## src/core/dual_compare_pwm_mode_pkg.sv

```systemverilog
// Shared constants and types for the dual-pin PWM timer
package dual_compare_pwm_mode_pkg;
	localparam int DATA_W = 32;
	localparam int ADDR_W = 8;
	localparam int CNT_W = 16;
	localparam int PRE_W = 5;
	localparam int NPIN = 2;
	localparam int PIN_A = 0;
	localparam int PIN_B = 1;
	// Register byte offsets, one aligned word each
	localparam logic [ADDR_W-1:0] OFS_POL = 8'h00;
	localparam logic [ADDR_W-1:0] OFS_CTRL = 8'h04;
	localparam logic [ADDR_W-1:0] OFS_IEN = 8'h08;
	localparam logic [ADDR_W-1:0] OFS_STAT = 8'h0C;
	localparam logic [ADDR_W-1:0] OFS_PERIOD = 8'h10;
	localparam logic [ADDR_W-1:0] OFS_B_RET = 8'h14;
	localparam logic [ADDR_W-1:0] OFS_A_ACT = 8'h18;
	localparam logic [ADDR_W-1:0] OFS_B_ACT = 8'h1C;
	localparam logic [ADDR_W-1:0] OFS_FUNC = 8'h20;
	localparam logic [ADDR_W-1:0] OFS_START = 8'h24;
	localparam logic [ADDR_W-1:0] OFS_COUNT = 8'h28;
	// Reset values and the counter maximum
	localparam logic [7:0] RST8 = 8'h00;
	localparam logic [CNT_W-1:0] RST16 = 16'h0000;
	localparam logic [CNT_W-1:0] CNT_MAX = 16'hFFFF;
	localparam logic [PRE_W-1:0] PRE_ZERO = 5'h00;
	// Field encodings
	localparam logic [2:0] CLR_ON_PERIOD = 3'h1;
	localparam logic [1:0] COMBO_DUAL_COMPARE_PWM_MODE = 2'h0;
	localparam logic MODE_DUAL_COMPARE_PWM_MODE = 1'b0;
	localparam logic [2:0] SRC_DIV1 = 3'h0;
	localparam logic [2:0] SRC_DIV2 = 3'h1;
	localparam logic [2:0] SRC_DIV4 = 3'h2;
	localparam logic [2:0] SRC_DIV8 = 3'h3;
	localparam logic [2:0] SRC_DIV32 = 3'h4;
	// Prescaler masks: tick when all masked bits are one
	localparam logic [PRE_W-1:0] MASK_DIV1 = 5'h00;
	localparam logic [PRE_W-1:0] MASK_DIV2 = 5'h01;
	localparam logic [PRE_W-1:0] MASK_DIV4 = 5'h03;
	localparam logic [PRE_W-1:0] MASK_DIV8 = 5'h07;
	localparam logic [PRE_W-1:0] MASK_DIV32 = 5'h1F;

	typedef struct packed {
		logic [5:0] unused;
		logic second_pin_polarity;
		logic first_pin_polarity;
	} pol_ctrl_t;

	typedef struct packed {
		logic [2:0] clear_sel;
		logic [1:0] edge_sel;
		logic [2:0] count_source;
	} cnt_ctrl_t;

	typedef struct packed {
		logic [2:0] unused;
		logic overflow;
		logic match_d;
		logic match_c;
		logic match_b;
		logic match_a;
	} irq_bits_t;

	typedef struct packed {
		logic mode_sel;
		logic [4:0] unused;
		logic [1:0] combination_mode;
	} func_ctrl_t;
endpackage

```

## src/core/dual_pin_dual_compare_pwm_mode_timer.sv

```systemverilog
// Dual-pin PWM timer with one up-counter and an APB register slave
//
// Notes on behaviour
// - First pin: active on its active match, initial on the period match, inverted by bit 0.
// - Second pin: active on its active match, initial on its return match, inverted by bit 1.
// - With clear select at 001B the counter returns to zero on a period match.
// - Count source picks undivided, /2, /4, /8 or /32; codes 101 to 111 are not to be used.
// - The match A request is raised only while the A flag is set and its enable bit is 1.
// - The match B request is raised only while the B flag is set and its enable bit is 1.
// - The match C and D requests are each gated by their own enable bit.
// - The overflow request comes from the overflow flag only while the overflow enable bit is 1.
// - Each compare register is 16 bits wide and takes any value 0000H to FFFFH.
// - This PWM mode runs only with the mode-select bit at 0 and the combination field at 00B.
`timescale 1ns/1ps
`default_nettype none

module dual_pin_dual_compare_pwm_mode_timer #(
	parameter int ADDR_W = dual_compare_pwm_mode_pkg::ADDR_W,
	parameter int CNT_W = dual_compare_pwm_mode_pkg::CNT_W
) (
	input wire logic clk_in,
	input wire logic rst_in,
	input wire logic ce_in,
	input wire logic psel_in,
	input wire logic penable_in,
	input wire logic pwrite_in,
	input wire logic [ADDR_W-1:0] paddr_in,
	input wire logic [dual_compare_pwm_mode_pkg::DATA_W-1:0] pwdata_in,
	output logic [dual_compare_pwm_mode_pkg::DATA_W-1:0] prdata_out,
	output logic pready_out,
	output logic pslverr_out,
	output logic pwm_out_first_out,
	output logic pwm_out_second_out,
	output logic irq_out
);
	// Software-visible registers and the status vector
	dual_compare_pwm_mode_pkg::pol_ctrl_t pol_reg;
	dual_compare_pwm_mode_pkg::cnt_ctrl_t ctrl_reg;
	dual_compare_pwm_mode_pkg::irq_bits_t ien_reg;
	dual_compare_pwm_mode_pkg::irq_bits_t stat_reg;
	dual_compare_pwm_mode_pkg::irq_bits_t stat_next;
	dual_compare_pwm_mode_pkg::irq_bits_t event_now;
	dual_compare_pwm_mode_pkg::irq_bits_t clr_mask;
	dual_compare_pwm_mode_pkg::func_ctrl_t func_reg;
	logic start_reg;
	logic [CNT_W-1:0] period_reg;
	logic [CNT_W-1:0] b_ret_reg;
	logic [CNT_W-1:0] a_act_reg;
	logic [CNT_W-1:0] b_act_reg;

	// Counter, prescaler and match strobes
	logic [CNT_W-1:0] cnt_reg;
	logic [dual_compare_pwm_mode_pkg::PRE_W-1:0] pre_reg;
	logic [dual_compare_pwm_mode_pkg::PRE_W-1:0] pre_mask;
	logic src_ok;
	logic run;
	logic tick;
	logic hit_period;
	logic hit_b_ret;
	logic hit_a_act;
	logic hit_b_act;
	logic clear_now;

	// Bus answer and address decode
	logic pready_reg;
	logic [dual_compare_pwm_mode_pkg::DATA_W-1:0] prdata_reg;
	logic pslverr_reg;
	logic wr_fire;
	logic rd_take;
	logic addr_ok;
	logic [dual_compare_pwm_mode_pkg::DATA_W-1:0] rd_data;

	// Interrupt line and per-pin state
	logic irq_reg;
	logic [dual_compare_pwm_mode_pkg::NPIN-1:0] act_reg;
	logic [dual_compare_pwm_mode_pkg::NPIN-1:0] act_next;
	logic [dual_compare_pwm_mode_pkg::NPIN-1:0] pin_reg;
	logic [dual_compare_pwm_mode_pkg::NPIN-1:0] pol_bits;
	logic [dual_compare_pwm_mode_pkg::NPIN-1:0] set_hit;
	logic [dual_compare_pwm_mode_pkg::NPIN-1:0] ret_hit;

	// APB: one wait state, write lands on the edge that samples pready high
	assign wr_fire = psel_in & penable_in & pwrite_in & pready_reg;
	assign rd_take = psel_in & penable_in & ~pready_reg;

	// Address decode and read mux; unmapped words read zero with an error
	always_comb begin
		rd_data = '0;
		addr_ok = 1'b1;
		unique case (paddr_in)
			dual_compare_pwm_mode_pkg::OFS_POL: rd_data = {24'h000000, pol_reg};
			dual_compare_pwm_mode_pkg::OFS_CTRL: rd_data = {24'h000000, ctrl_reg};
			dual_compare_pwm_mode_pkg::OFS_IEN: rd_data = {24'h000000, ien_reg};
			dual_compare_pwm_mode_pkg::OFS_STAT: rd_data = {24'h000000, stat_reg};
			dual_compare_pwm_mode_pkg::OFS_PERIOD: rd_data = {16'h0000, period_reg};
			dual_compare_pwm_mode_pkg::OFS_B_RET: rd_data = {16'h0000, b_ret_reg};
			dual_compare_pwm_mode_pkg::OFS_A_ACT: rd_data = {16'h0000, a_act_reg};
			dual_compare_pwm_mode_pkg::OFS_B_ACT: rd_data = {16'h0000, b_act_reg};
			dual_compare_pwm_mode_pkg::OFS_FUNC: rd_data = {24'h000000, func_reg};
			dual_compare_pwm_mode_pkg::OFS_START: rd_data = {31'h00000000, start_reg};
			dual_compare_pwm_mode_pkg::OFS_COUNT: rd_data = {16'h0000, cnt_reg};
			default: addr_ok = 1'b0;
		endcase
	end

	// Bus answer flops; pready toggles so each access takes two cycles
	always_ff @(posedge clk_in) begin
		if (rst_in) begin
			pready_reg <= 1'b0;
			prdata_reg <= '0;
			pslverr_reg <= 1'b0;
		end else if (ce_in) begin
			pready_reg <= rd_take;
			pslverr_reg <= rd_take & ~addr_ok;
			if (rd_take && !pwrite_in) begin
				prdata_reg <= rd_data;
			end
		end
	end

	// Software-written configuration registers
	// Reserved bits are dropped here so they always read back as zero
	always_ff @(posedge clk_in) begin
		if (rst_in) begin
			pol_reg <= dual_compare_pwm_mode_pkg::RST8;
			ctrl_reg <= dual_compare_pwm_mode_pkg::RST8;
			ien_reg <= dual_compare_pwm_mode_pkg::RST8;
			func_reg <= dual_compare_pwm_mode_pkg::RST8;
			start_reg <= 1'b0;
		end else if (ce_in && wr_fire) begin
			unique case (paddr_in)
				dual_compare_pwm_mode_pkg::OFS_POL: pol_reg <= {6'h00, pwdata_in[1:0]};
				dual_compare_pwm_mode_pkg::OFS_CTRL: ctrl_reg <= pwdata_in[7:0];
				dual_compare_pwm_mode_pkg::OFS_IEN: ien_reg <= {3'h0, pwdata_in[4:0]};
				dual_compare_pwm_mode_pkg::OFS_FUNC: func_reg <= {pwdata_in[7], 5'h00, pwdata_in[1:0]};
				dual_compare_pwm_mode_pkg::OFS_START: start_reg <= pwdata_in[0];
				default: ;
			endcase
		end
	end

	// Compare registers accept the full 16-bit range with no clipping
	always_ff @(posedge clk_in) begin
		if (rst_in) begin
			period_reg <= dual_compare_pwm_mode_pkg::RST16;
			b_ret_reg <= dual_compare_pwm_mode_pkg::RST16;
			a_act_reg <= dual_compare_pwm_mode_pkg::RST16;
			b_act_reg <= dual_compare_pwm_mode_pkg::RST16;
		end else if (ce_in && wr_fire) begin
			unique case (paddr_in)
				dual_compare_pwm_mode_pkg::OFS_PERIOD: period_reg <= pwdata_in[CNT_W-1:0];
				dual_compare_pwm_mode_pkg::OFS_B_RET: b_ret_reg <= pwdata_in[CNT_W-1:0];
				dual_compare_pwm_mode_pkg::OFS_A_ACT: a_act_reg <= pwdata_in[CNT_W-1:0];
				dual_compare_pwm_mode_pkg::OFS_B_ACT: b_act_reg <= pwdata_in[CNT_W-1:0];
				default: ;
			endcase
		end
	end

	// Mode gate: counting only in the dual-compare PWM combination
	assign run = start_reg & (func_reg.mode_sel == dual_compare_pwm_mode_pkg::MODE_DUAL_COMPARE_PWM_MODE)
		& (func_reg.combination_mode == dual_compare_pwm_mode_pkg::COMBO_DUAL_COMPARE_PWM_MODE);

	// Count source select; reserved codes give no tick at all
	always_comb begin
		pre_mask = dual_compare_pwm_mode_pkg::MASK_DIV1;
		src_ok = 1'b1;
		unique case (ctrl_reg.count_source)
			dual_compare_pwm_mode_pkg::SRC_DIV1: pre_mask = dual_compare_pwm_mode_pkg::MASK_DIV1;
			dual_compare_pwm_mode_pkg::SRC_DIV2: pre_mask = dual_compare_pwm_mode_pkg::MASK_DIV2;
			dual_compare_pwm_mode_pkg::SRC_DIV4: pre_mask = dual_compare_pwm_mode_pkg::MASK_DIV4;
			dual_compare_pwm_mode_pkg::SRC_DIV8: pre_mask = dual_compare_pwm_mode_pkg::MASK_DIV8;
			dual_compare_pwm_mode_pkg::SRC_DIV32: pre_mask = dual_compare_pwm_mode_pkg::MASK_DIV32;
			default: src_ok = 1'b0;
		endcase
	end

	// Free-running prescaler, restarted whenever counting is off
	// Restarting it fixes the first tick at one divided period after start
	always_ff @(posedge clk_in) begin
		if (rst_in) begin
			pre_reg <= dual_compare_pwm_mode_pkg::PRE_ZERO;
		end else if (ce_in) begin
			if (run) begin
				pre_reg <= pre_reg + 5'h01;
			end else begin
				pre_reg <= dual_compare_pwm_mode_pkg::PRE_ZERO;
			end
		end
	end

	// Tick only while running with a usable source
	assign tick = run & src_ok & ((pre_reg & pre_mask) == pre_mask);

	// Matches are checked against the value held at each tick
	assign hit_period = tick & (cnt_reg == period_reg);
	assign hit_b_ret = tick & (cnt_reg == b_ret_reg);
	assign hit_a_act = tick & (cnt_reg == a_act_reg);
	assign hit_b_act = tick & (cnt_reg == b_act_reg);
	assign clear_now = hit_period & (ctrl_reg.clear_sel == dual_compare_pwm_mode_pkg::CLR_ON_PERIOD);

	// Up-counter; holds its value while stopped so software can read it
	always_ff @(posedge clk_in) begin
		if (rst_in) begin
			cnt_reg <= dual_compare_pwm_mode_pkg::RST16;
		end else if (ce_in && tick) begin
			if (clear_now) begin
				cnt_reg <= dual_compare_pwm_mode_pkg::RST16;
			end else begin
				cnt_reg <= cnt_reg + 16'h0001;
			end
		end
	end

	// Event vector: C and D track the two active-level compares
	// Underflow is impossible in an up-count, so only overflow is flagged
	always_comb begin
		event_now = '0;
		event_now.match_a = hit_period;
		event_now.match_b = hit_b_ret;
		event_now.match_c = hit_a_act;
		event_now.match_d = hit_b_act;
		event_now.overflow = tick & (cnt_reg == dual_compare_pwm_mode_pkg::CNT_MAX) & ~clear_now;
	end

	// Write-one-to-clear; a fresh event in the same cycle wins the race
	always_comb begin
		clr_mask = '0;
		if (wr_fire && paddr_in == dual_compare_pwm_mode_pkg::OFS_STAT) begin
			clr_mask = pwdata_in[7:0];
		end
		stat_next = (stat_reg & ~clr_mask) | event_now;
	end

	// Status flags advance only while the clock enable is high
	always_ff @(posedge clk_in) begin
		if (rst_in) begin
			stat_reg <= dual_compare_pwm_mode_pkg::RST8;
		end else if (ce_in) begin
			stat_reg <= stat_next;
		end
	end

	// Interrupt: each flag gated by its own enable, then merged on one line
	always_ff @(posedge clk_in) begin
		if (rst_in) begin
			irq_reg <= 1'b0;
		end else if (ce_in) begin
			irq_reg <= (stat_reg.match_a & ien_reg.match_a)
				| (stat_reg.match_b & ien_reg.match_b)
				| (stat_reg.match_c & ien_reg.match_c)
				| (stat_reg.match_d & ien_reg.match_d)
				| (stat_reg.overflow & ien_reg.overflow);
		end
	end

	// Per-pin set and return sources
	assign pol_bits[dual_compare_pwm_mode_pkg::PIN_A] = pol_reg.first_pin_polarity;
	assign pol_bits[dual_compare_pwm_mode_pkg::PIN_B] = pol_reg.second_pin_polarity;
	assign set_hit[dual_compare_pwm_mode_pkg::PIN_A] = hit_a_act;
	assign ret_hit[dual_compare_pwm_mode_pkg::PIN_A] = hit_period;
	assign set_hit[dual_compare_pwm_mode_pkg::PIN_B] = hit_b_act;
	assign ret_hit[dual_compare_pwm_mode_pkg::PIN_B] = hit_b_ret;

	// Pin state; equal compares leave the pin at its initial level
	// A return match outranks a set match, so no one-tick glitch appears
	generate
		for (genvar i = 0; i < dual_compare_pwm_mode_pkg::NPIN; i++) begin : g_pin
			always_comb begin
				if (!run) begin
					act_next[i] = 1'b0;
				end else if (ret_hit[i]) begin
					act_next[i] = 1'b0;
				end else if (set_hit[i]) begin
					act_next[i] = 1'b1;
				end else begin
					act_next[i] = act_reg[i];
				end
			end

			always_ff @(posedge clk_in) begin
				if (rst_in) begin
					act_reg[i] <= 1'b0;
					pin_reg[i] <= 1'b0;
				end else if (ce_in) begin
					act_reg[i] <= act_next[i];
					pin_reg[i] <= act_next[i] ^ pol_bits[i];
				end
			end
		end
	endgenerate

	// Every output straight from a flop
	assign prdata_out = prdata_reg;
	assign pready_out = pready_reg;
	assign pslverr_out = pslverr_reg;
	assign pwm_out_first_out = pin_reg[dual_compare_pwm_mode_pkg::PIN_A];
	assign pwm_out_second_out = pin_reg[dual_compare_pwm_mode_pkg::PIN_B];
	assign irq_out = irq_reg;
endmodule

`default_nettype wire

```

## config.mk

```make
export PLATFORM = sky130hd
export DESIGN_NAME = dual_pin_dual_compare_pwm_mode_timer
export DESIGN_NICKNAME = d
export VERILOG_FILES = /design/src/core/dual_compare_pwm_mode_pkg.sv /design/src/core/dual_pin_dual_compare_pwm_mode_timer.sv
export SDC_FILE = /design/constraint.sdc
export NUM_CORES = 1
export LEC_CHECK = 0
export ABC_AREA = 1
export BUFFER_PORTS_ARGS = -buffer_cell sky130_fd_sc_hd__buf_2
export CAP_MARGIN = 0
export CORE_ASPECT_RATIO = 1.4
export CORE_MARGIN = 3
export CORE_UTILIZATION = 40
export DETAILED_ROUTE_END_ITERATION = 10
export PLACE_DENSITY = 0.63
export SYNTH_ARGS = -nofsm -noshare
export SYNTH_HDL_FRONTEND = slang
export SYNTH_SLANG_ARGS = --single-unit
```

## constraint.sdc

```tcl
create_clock -name clk_in -period 1.77 [get_ports clk_in]
set_clock_uncertainty 0.05 [all_clocks]
set_input_delay 0.0885 -clock clk_in [delete_from_list [all_inputs] [get_ports clk_in]]
set_output_delay 0.0885 -clock clk_in [all_outputs]
set_load 0.01 [all_outputs]
```

Word-level counts from Yosys, hierarchy flattened --
Cells that the tools add are included.
Operators by class: shift operators 0, mux-type cells 13, div/mod/pow operators 0, bitwise gates (word level) 35, eq/ne operators 21, reductions and logical operators 20, multiply operators 0, add/subtract/negate cells 2, magnitude comparators 0
Operators by type and width (number):
- case mux 16 bit (11 select lines) | 1
- == test 16 bit | 4
- == test 8 x 5 -> 1 bit, second input constant | 4
- == test 8 x 6 -> 1 bit, second input constant | 3
- AND 1 bit | 21
- case mux 5 bit (4 select lines) | 1
- AND reduction 2 bit | 10
- adder 16 x 1 -> 16 bit, second input constant | 1
- == test 16 bit, second input constant | 1
- == test 8 x 4 -> 1 bit, second input constant | 2
- 2-to-1 mux 16 bit | 1
- OR reduction 11 bit | 1
- AND 8 bit | 1
- == test 8 x 3 -> 1 bit, second input constant | 1
- zero test 8 bit | 1
- 2-to-1 mux 1 bit | 8
- 2-to-1 mux 8 bit | 1
- inverter 8 bit | 1
- OR 8 x 5 -> 8 bit | 1
- == test 3 x 1 -> 1 bit, second input constant | 2
- == test 3 x 2 -> 1 bit, second input constant | 2
- adder 5 x 1 -> 5 bit, second input constant | 1
- AND 5 bit | 1
- == test 5 bit | 1
- other kinds (10) | 20
Storage, ports and cells: output and inout port bits 37, memory bits (read-only) 0, RAM bits 0, bits in latches 0, memories kept 0, bits of input ports 46, word-level logic and storage cells 124, register bits after elaboration 151

Depth between registers and ports, before layout --
Gate-level depths: netlist of the first run.
depth after elaboration 10, depth in mapped cells 14, depth with buffers taken out 13

Least setup slack after synthesis of the first run --
No wires, ideal clock.
path kind register -> register, start point reg cnt_reg[0], end point reg cnt_reg[13], path slack 170 ps, data required time 1605 ps, setup time 115 ps, stages on the path, launching flop included 9, buffers on the path 1, clock period less this slack 1600 ps, arrival 1435 ps, path through dfxtp_1 buf_4 inv_2 nor3_2 nand3_1 nor3_4 nand3_2 xor2_1 nor2_2
Between the ends: longest elaborated chain between the ends 4, elaborated cells between the ends (all ways) 5, classes of those cells add/sub: 1; eq/ne: 1; mux: 1; bitwise: 2
Ends and longest elaborated chain:
- start: declaration | line dual_pin_dual_compare_pwm_mode_timer.sv:52 | logic [CNT_W-1:0] cnt_reg;
- start signal: assignment | line dual_pin_dual_compare_pwm_mode_timer.sv:205 | cnt_reg <= dual_compare_pwm_mode_pkg::RST16;
- start signal: assignment | line dual_pin_dual_compare_pwm_mode_timer.sv:208 | cnt_reg <= dual_compare_pwm_mode_pkg::RST16;
- start signal: assignment | line dual_pin_dual_compare_pwm_mode_timer.sv:210 | cnt_reg <= cnt_reg + 16'h0001;
- branches (longest 3 deep; another with adder 16 x 1 -> 16 bit)
- 2-to-1 mux 16 bit * | line dual_pin_dual_compare_pwm_mode_timer.sv:207 | if (clear_now) begin
Mark *: on every way between the ends. A chain may end at the register's enable or synchronous reset.

Final worst setup path of the first run --
start point reg func_reg[7] (netlist name), end point reg cnt_reg[5]
Between the ends: longest elaborated chain between the ends 8, elaborated cells between the ends (all ways) 9, classes of those cells mux: 1; bitwise: 7; reduce/logical: 1
Ends and longest elaborated chain:
- start: declaration | line dual_pin_dual_compare_pwm_mode_timer.sv:44 | dual_compare_pwm_mode_pkg::func_ctrl_t func_reg;
- start signal: assignment | line dual_pin_dual_compare_pwm_mode_timer.sv:128 | func_reg <= dual_compare_pwm_mode_pkg::RST8;
- start signal: assignment | line dual_pin_dual_compare_pwm_mode_timer.sv:135 | dual_compare_pwm_mode_pkg::OFS_FUNC: func_reg <= {pwdata_in[7], 5'h00, pwdata_in[1:0]};
- inverter 1 bit * | line dual_pin_dual_compare_pwm_mode_timer.sv:161 | assign run = start_reg & (func_reg.mode_sel == dual_compare_pwm_mode_pkg::MODE_DUAL_COMPARE_PWM_MODE)
- AND 1 bit * | line dual_pin_dual_compare_pwm_mode_timer.sv:161
- AND 1 bit * | line dual_pin_dual_compare_pwm_mode_timer.sv:162 | & (func_reg.combination_mode == dual_compare_pwm_mode_pkg::COMBO_DUAL_COMPARE_PWM_MODE);
- AND 1 bit * (2 in a row) | line dual_pin_dual_compare_pwm_mode_timer.sv:193 | assign tick = run & src_ok & ((pre_reg & pre_mask) == pre_mask);
- AND 1 bit | line dual_pin_dual_compare_pwm_mode_timer.sv:196 | assign hit_period = tick & (cnt_reg == period_reg);
- AND 1 bit | line dual_pin_dual_compare_pwm_mode_timer.sv:200 | assign clear_now = hit_period & (ctrl_reg.clear_sel == dual_compare_pwm_mode_pkg::CLR_ON_PERIOD);
- 2-to-1 mux 16 bit | line dual_pin_dual_compare_pwm_mode_timer.sv:207
Every way passes the cells marked *; elsewhere a longest branch is shown, timed or not.

==> out/results.tsv, run 1 <==
metric	value	unit
compound-cell area share of the yosys netlist	20.0	%
signed area change from the synthesized netlist to the final layout	30.2	%
pin count of the biggest net entering global routing	48	
total standard cell area after synthesis	0.00714	mm2
most common cell type on the critical path	nor2_4	
drc violations	0	
IR drop worst, VDD	0.450	mV
CP endpoint kind	register	
horizontal extent of the die	119	um
total power density per cell area	746	mW/mm2
WS Path Type	reg -> reg	
library cell contributing the largest single delay on the critical path	dfxtp_2	
total net switching power	1.60	mW
CP Data Arrival Time	2.04	ns
fraction of synthesized area in multiplexers	0	%
fraction of post-synthesis cell area in the top cell type by area	37.9	%
pins over their slew limit	0	
Post-synth top flop	dfxtp_1	
root buf cell	clkbuf_16	
multi-input gate area in the final layout	0.00382	mm2
failing checks	setup timing	
TritonCTS clock tree	built	
setup slack after placement	-0.0585	ns
actual slew at the worst max-slew pin	0.518	ns
Reg area	0.00272	mm2
GRT Residual Overflow	0	
largest area contributor in the netlist	dfxtp_1	
Min-Delay Path Class	in -> reg	
number of nets in the layout	1252	
clock input transition at the sequential cells of the worst setup and hold paths	0.06	ns
max-capacitance violation count	0	
post-layout total power	6.92	mW
fraction of synthesized cell area in xor and xnor cells	4.42	%
critical path fanouts, max	7	
register share of total power	44.0	%
Cells after Synth	1051	
final cycle utilization of the critical path	100	%
WHS	0.0134	ns
weighted congestion reported at the end of routability-driven placement	0.897	
starting density of the core	41.0	%
Antenna diodes	0	
sort of element at the start of the critical path	register	
Clock H-tree levels	4	
leakage power	3.97	nW
cell internal power dissipation	5.32	mW
core outline area	0.0174	mm2
clock latency of the later-clocked register in the worst-skew pair	0.43	ns
Clk pwr share	51.7	%
Max Root-Sink Buffers	2	
clock buffers created by TritonCTS	17	
wire length of the first global-routing pass	36.4	mm
number of placed cells counting well taps	1394	
most frequent cells after synthesis	nand2_1, dfxtp_1, inv_1	
Area contributors post-synth	dfxtp_1, nand2_1, a21oi_1	
Synth warnings	0	
register bit total from synthesis	135	
wire length per cell after detailed routing	16.5	um
worst-path cell chain	inv_2 > nand2_2 > nor2_4 > nand3_2 > nor2_4 > buf_12 > nand3_4 > nor2_4 > nand3_4 > nand2_4 > clkbuf_16 > nor2_2	
main combinational cell family by area after synthesis	simple AND/OR/NAND/NOR gates	
sequential cell area fraction in the yosys report	37.9	%
tightest slew margin relative to the limit	65.5	%
Die Y	164	um
setup violation total in the final timing report	4	
fraction of layout instances using a drive strength above 1	23.2	%
Worst EP required	2.03	ns
placed wire-length estimate after detailed placement	17.5	mm
Final Hold Vio Count	0	
Finished Layout Cells	1452	
switching part of the total power	23.1	%
fraction of the mapped netlist area in adder cells	0.351	%
router iterations before antenna repair	5	
Rows	57	
most frequently used cell type in the post-synthesis netlist	nand2_1	
Post-synth ARST share	0	%
number of buffer cells added on primary ports	50	
filler cell count in the final layout	1715	
iteration-0 DRC count of the detailed router	446	
number of global-route vias before repair	7040	
peak clock frequency supported by timing	562	MHz
total length of routed wires	24.0	mm
Die Area	0.0195	mm2
setup repair after global routing missed its margin	yes	
count of flip-flops with a built-in enable after synthesis	0	
slowest cell delay on critical path	0.32	ns
post-route minimum period	1.78	ns
mean post-synth cell area	6.79	um2
final standard cell utilization of the core	53.4	%
aggregate negative setup slack	-0.0173	ns
vias per std cell	5.10	
DR vias	7411	
overall fraction of global-route tracks in use	24.3	%
number of library cell types mapped by synthesis	43	
simple-gate share of the synthesized area	25.4	%
remaining number of nets flagged by the antenna check after routing	0	
run status	complete, but fails checks	
total number of clock tree sinks	135	
part of the total power dissipated in combinational logic	4.3	%
post-route cell area	0.00929	mm2
initial antenna violation count	0	
crit path setup slack, layout	-0.00786	ns
count of pins on the block boundary	83	
placed inst area	0.00821	mm2
## layout make-up
| type | count | area share, % |
|---|---|---|
| clock buffer | 20 | 5.02 |
| multi-input combinational | 741 | 41.1 |
| inverter | 129 | 5.27 |
| tap | 236 | 3.18 |
| timing repair buffer | 180 | 14.8 |
| sequential | 135 | 29.3 |
| clock inverter | 11 | 1.33 |
## worst paths after layout
kind,from,endpoint,slack [ns],depth (start not counted)
worst min register to register,stat_reg[5],stat_reg[5],0.40,2
worst max-delay path,func_reg[7],cnt_reg[5],-0.008,12
worst min-delay path,pwdata_in[3],stat_reg[3],0.01,4
worst max register to register,func_reg[7],cnt_reg[5],-0.008,12
## what timing repair did
item                                   CTS  global route
setup endpoints to repair               23            41
endpoints found under the hold margin   57             0
buffers inserted                         3             5
pin swaps                                2            18
hold buffers                            17             0
resized for setup                        6            67
gates cloned                             0             2
## logic make-up (layout without fill, tap and decap cells)
group	count (synthesis)	count (layout)
AO/OA/AOI/OAI	268	268
XOR/XNOR	36	36
adder cells (fa/ha/maj)	2	2
buffers and inverters	191	340
flip-flops	135	135
other	1	16
AND/OR/NAND/NOR	418	419
## metal layers
metal,vias to the layer above,part of all wire [%],GRT usage [%]
met4,0,7.2,18.3
li1,3679,-,-
met1,3385,38,25.7
met2,257,50,43.6
met5,-,0,0
met3,90,4.7,3.55
## critical path, delay by kind of cell, from the launching register on
family                 cells  cell delay, ns
flip-flops                 1            0.32
buffers and inverters      3            0.35
AND/OR/NAND/NOR            9            0.93
## power groups by stage
| stage | clock [mW] | combinational, mW | sequential (mW) |
|---|---|---|---|
| finish | 3.58 | 0.298 | 3.05 |
| global route | 3.73 | 0.325 | 3.05 |
| CTS | 3.61 | 0.281 | 3.05 |
| detailed placement | 0 | 0.252 | 3.12 |
| global placement | 0 | 0.250 | 3.12 |
| floorplan | 0 | 0.157 | 3.12 |
## layout by cell type, fill, tap and decap left out, types with 4 or more instances in the layout
cell type      count
dfxtp_1          122
nor2_1            83
nand3_2            4
o221ai_1           6
inv_2             15
nor2_2            18
dfxtp_2           12
nor3_1             4
a21oi_1          113
o21ai_1            8
nor2_4            14
clkbuf_16         18
o22ai_1           23
dlygate4sd3_1     17
nand3_1           31
nand2_1          234
xnor2_1           15
buf_2             50
conb_1            16
buf_4            103
buf_12             6
inv_1            112
o21ai_0          106
nand4_1           10
nand2_2            5
xor2_1            21
Note: power is estimated with default switching activity, not from simulation.
==> run 2, diff against run 1 <==
--- a/config.mk
+++ b/config.mk
@@ -13,6 +13,7 @@
 export CORE_UTILIZATION = 40
 export DETAILED_ROUTE_END_ITERATION = 10
 export PLACE_DENSITY = 0.63
+export REMOVE_ABC_BUFFERS = 1
 export SYNTH_ARGS = -nofsm -noshare
 export SYNTH_HDL_FRONTEND = slang
 export SYNTH_SLANG_ARGS = --single-unit
==> run 2 against run 1 <==
The run still ends with setup timing left. Power rose by 2.9%. Clock power rose by 5%. Count of clock-buffer cells in the layout rose by 5. Routed wire length fell by 3.7%. Setup slack got worse by 0.035 ns. First-iteration DRC count fell by 16%. Die area did not move. Hold slack improved by 0.069 ns. Via count fell by 1.3%. Sequential power barely moved.
==> out/results.tsv, run 2 (synthesis results as in run 1) <==
metric	value	unit	change
drc violations	0		unchanged
TritonCTS clock tree	built		unchanged
Worst EP required	2.04	ns	was 2.03 ns
Antenna diodes	0		unchanged
pin count of the biggest net entering global routing	59		was 48
run status	complete, but fails checks		unchanged
total power density per cell area	761	mW/mm2	was 746 mW/mm2
peak clock frequency supported by timing	552	MHz	was 562 MHz
CP Capture Point	cnt_reg[7]		was cnt_reg[5]
WS Path Type	reg -> reg		unchanged
detailed route wirelength on metal2	12.3	mm	was 12.0 mm
root buf cell	clkbuf_16		unchanged
number of global-route vias before repair	7109		was 7040
sort of element at the start of the critical path	register		unchanged
DR vias	7318		was 7411
path depth of the worst reg2reg path	13		was 12
Reg area	0.00272	mm2	about the same
Final Hold Vio Count	0		unchanged
wire length of the first global-routing pass	36.4	mm	about the same
wire length per cell after detailed routing	15.9	um	was 16.5 um
IR drop worst, VDD	0.636	mV	was 0.450 mV
clock latency of the later-clocked register in the worst-skew pair	0.43	ns	about the same
Min-Delay Path Class	in -> reg		unchanged
commonest non-fill, non-tap cells in the layout	nand2_1, dfxtp_1, a21oi_1, inv_1, o21ai_0		was nand2_1, dfxtp_1, a21oi_1
Rows	57		unchanged
Metal-1 WL	9.08	mm	was 9.19 mm
signed area change from the synthesized netlist to the final layout	31.2	%	was 30.2%
post-route minimum period	1.81	ns	was 1.78 ns
crit path setup slack, layout	-0.0429	ns	was -0.00786 ns
start point of the critical path	ctrl_reg[2]		was func_reg[7]
CP endpoint kind	register		unchanged
Die Y	164	um	unchanged
count of pins on the block boundary	83		unchanged
fraction of layout instances using a drive strength above 1	23.2	%	about the same
starting density of the core	41.0	%	unchanged
WHS	0.0824	ns	was 0.0134 ns
overall fraction of global-route tracks in use	24.0	%	was 24.3%
total length of routed wires	23.1	mm	was 24.0 mm
core outline area	0.0174	mm2	unchanged
iteration-0 DRC count of the detailed router	376		was 446
horizontal extent of the die	119	um	unchanged
total number of clock tree sinks	135		unchanged
setup violation total in the final timing report	11		was 4
number of placed cells counting well taps	1389		was 1394
post-route cell area	0.00936	mm2	was 0.00929 mm2
filler cell count in the final layout	1729		was 1715
weighted congestion reported at the end of routability-driven placement	0.972		was 0.897
pins over their slew limit	0		unchanged
max-capacitance violation count	0		unchanged
placed wire-length estimate after detailed placement	16.7	mm	was 17.5 mm
placed inst area	0.00817	mm2	was 0.00821 mm2
number of nets in the layout	1249		was 1252
number of buffer cells added on primary ports	50		unchanged
Max Root-Sink Buffers	2		unchanged
GRT Residual Overflow	0		unchanged
Die Area	0.0195	mm2	unchanged
leakage power	3.99	nW	was 3.97 nW
Clock H-tree levels	4		unchanged
failing checks	setup timing		unchanged
remaining number of nets flagged by the antenna check after routing	0		unchanged
detailed route wirelength on metal3	926	um	was 1.14 mm
initial antenna violation count	0		unchanged
setup repair after global routing missed its margin	yes		unchanged
final cycle utilization of the critical path	102	%	was 100%
Finished Layout Cells	1450		was 1452
setup slack, reg-to-reg	-0.04	ns	was -0.008 ns
aggregate negative setup slack	-0.242	ns	was -0.0173 ns
vias per std cell	5.05		was 5.10
most frequent standard cell in the layout excluding fill and tap cells	nand2_1		unchanged
worst r2r src	ctrl_reg[2]		was func_reg[7]
multi-input gate area in the final layout	0.00387	mm2	was 0.00382 mm2
post-layout total power	7.12	mW	was 6.92 mW
router iterations before antenna repair	5		unchanged
clock buffers created by TritonCTS	17		unchanged
critical path fanouts, max	4		was 7
CP Data Arrival Time	2.09	ns	was 2.04 ns
reg-to-reg endpoint	cnt_reg[7]		was cnt_reg[5]
top routing layer in use	met4		unchanged
clock input transition at the sequential cells of the worst setup and hold paths	0.06	ns	about the same
==> run 2: cell count changes in the layout (fill, tap and decap cells not counted), moves of 3 or more <==
cell,change
nor2_2,-5
buf_4,-6
nand3_2,+6
nor2_4,+5
clkbuf_1,+3
nand3_1,-4
buf_6,+4
==> run 2: worst min path at each step <==
stage                        startpoint              to  depth (start not counted)
after global routing        paddr_in[5]       start_reg                          5
after floorplan                  rst_in   a_act_reg[12]                          1
after detailed placement  pwdata_in[14]  period_reg[14]                          3
after global placement    pwdata_in[11]  period_reg[11]                          3
final                       paddr_in[5]       start_reg                          5
after CTS                     pwrite_in       start_reg                          5
==> run 2: layout make-up <==
class                           count  share of cell area (%)
Multi-Input combinational cell    740                    41.3
Sequential cell                   135                    29.1
Timing Repair Buffer              178                    14.6
Clock buffer                       25                    5.40
Inverter                          129                    5.25
Tap cell                          236                    3.16
Clock inverter                      7                    1.23
==> run 2: layer usage <==
metal | track usage (%) | up-vias
met5 | 0 | -
met2 | 45.9 | 186
li1 | - | 3673
met1 | 25.8 | 3402
met3 | 4.06 | 57
met4 | 10.5 | 0
==> run 2: metrics by stage <==
step           setup slack [ns]  utilization, %
6_report                -0.0429            53.8
5_1_grt                  -0.119            53.8
4_1_cts                 -0.0367            51.9
3_5_place_dp             -0.111            46.9
3_3_place_gp             -0.104            46.9
2_1_floorplan            -0.147               -
==> run 2: power breakdown <==
group / internal, mW / leakage (nW) / switching (mW) / total, mW
combinational: 0.112 / 2.60 / 0.196 / 0.308
clock: 2.40 / 0.299 / 1.37 / 3.77
sequential: 3.04 / 1.09 / 0.00418 / 3.05
==> run 2: worst max-delay path, stage by stage, from the launching register on <==
cell	delay (ns)
dfxtp_4	0.36
inv_4	0.06
nand2_1	0.05
nand2_1	0.08
nand3_2	0.09
nor2_4	0.11
buf_12	0.13
buf_6	0.10
nand3_4	0.06
nor2_4	0.13
nand3_2	0.11
nand2_4	0.15
clkbuf_16	0.16
nor2_1	0.04
==> run 2: repair_timing <==
item | 4_1_cts | 5_1_grt
endpoints found under the hold margin | 76 | 0
pin swaps | 7 | 21
buffers inserted | 4 | 6
cloned | 0 | 1
hold buffers | 18 | 0
endpoints found under the setup margin | 20 | 39
gates resized for setup | 12 | 76
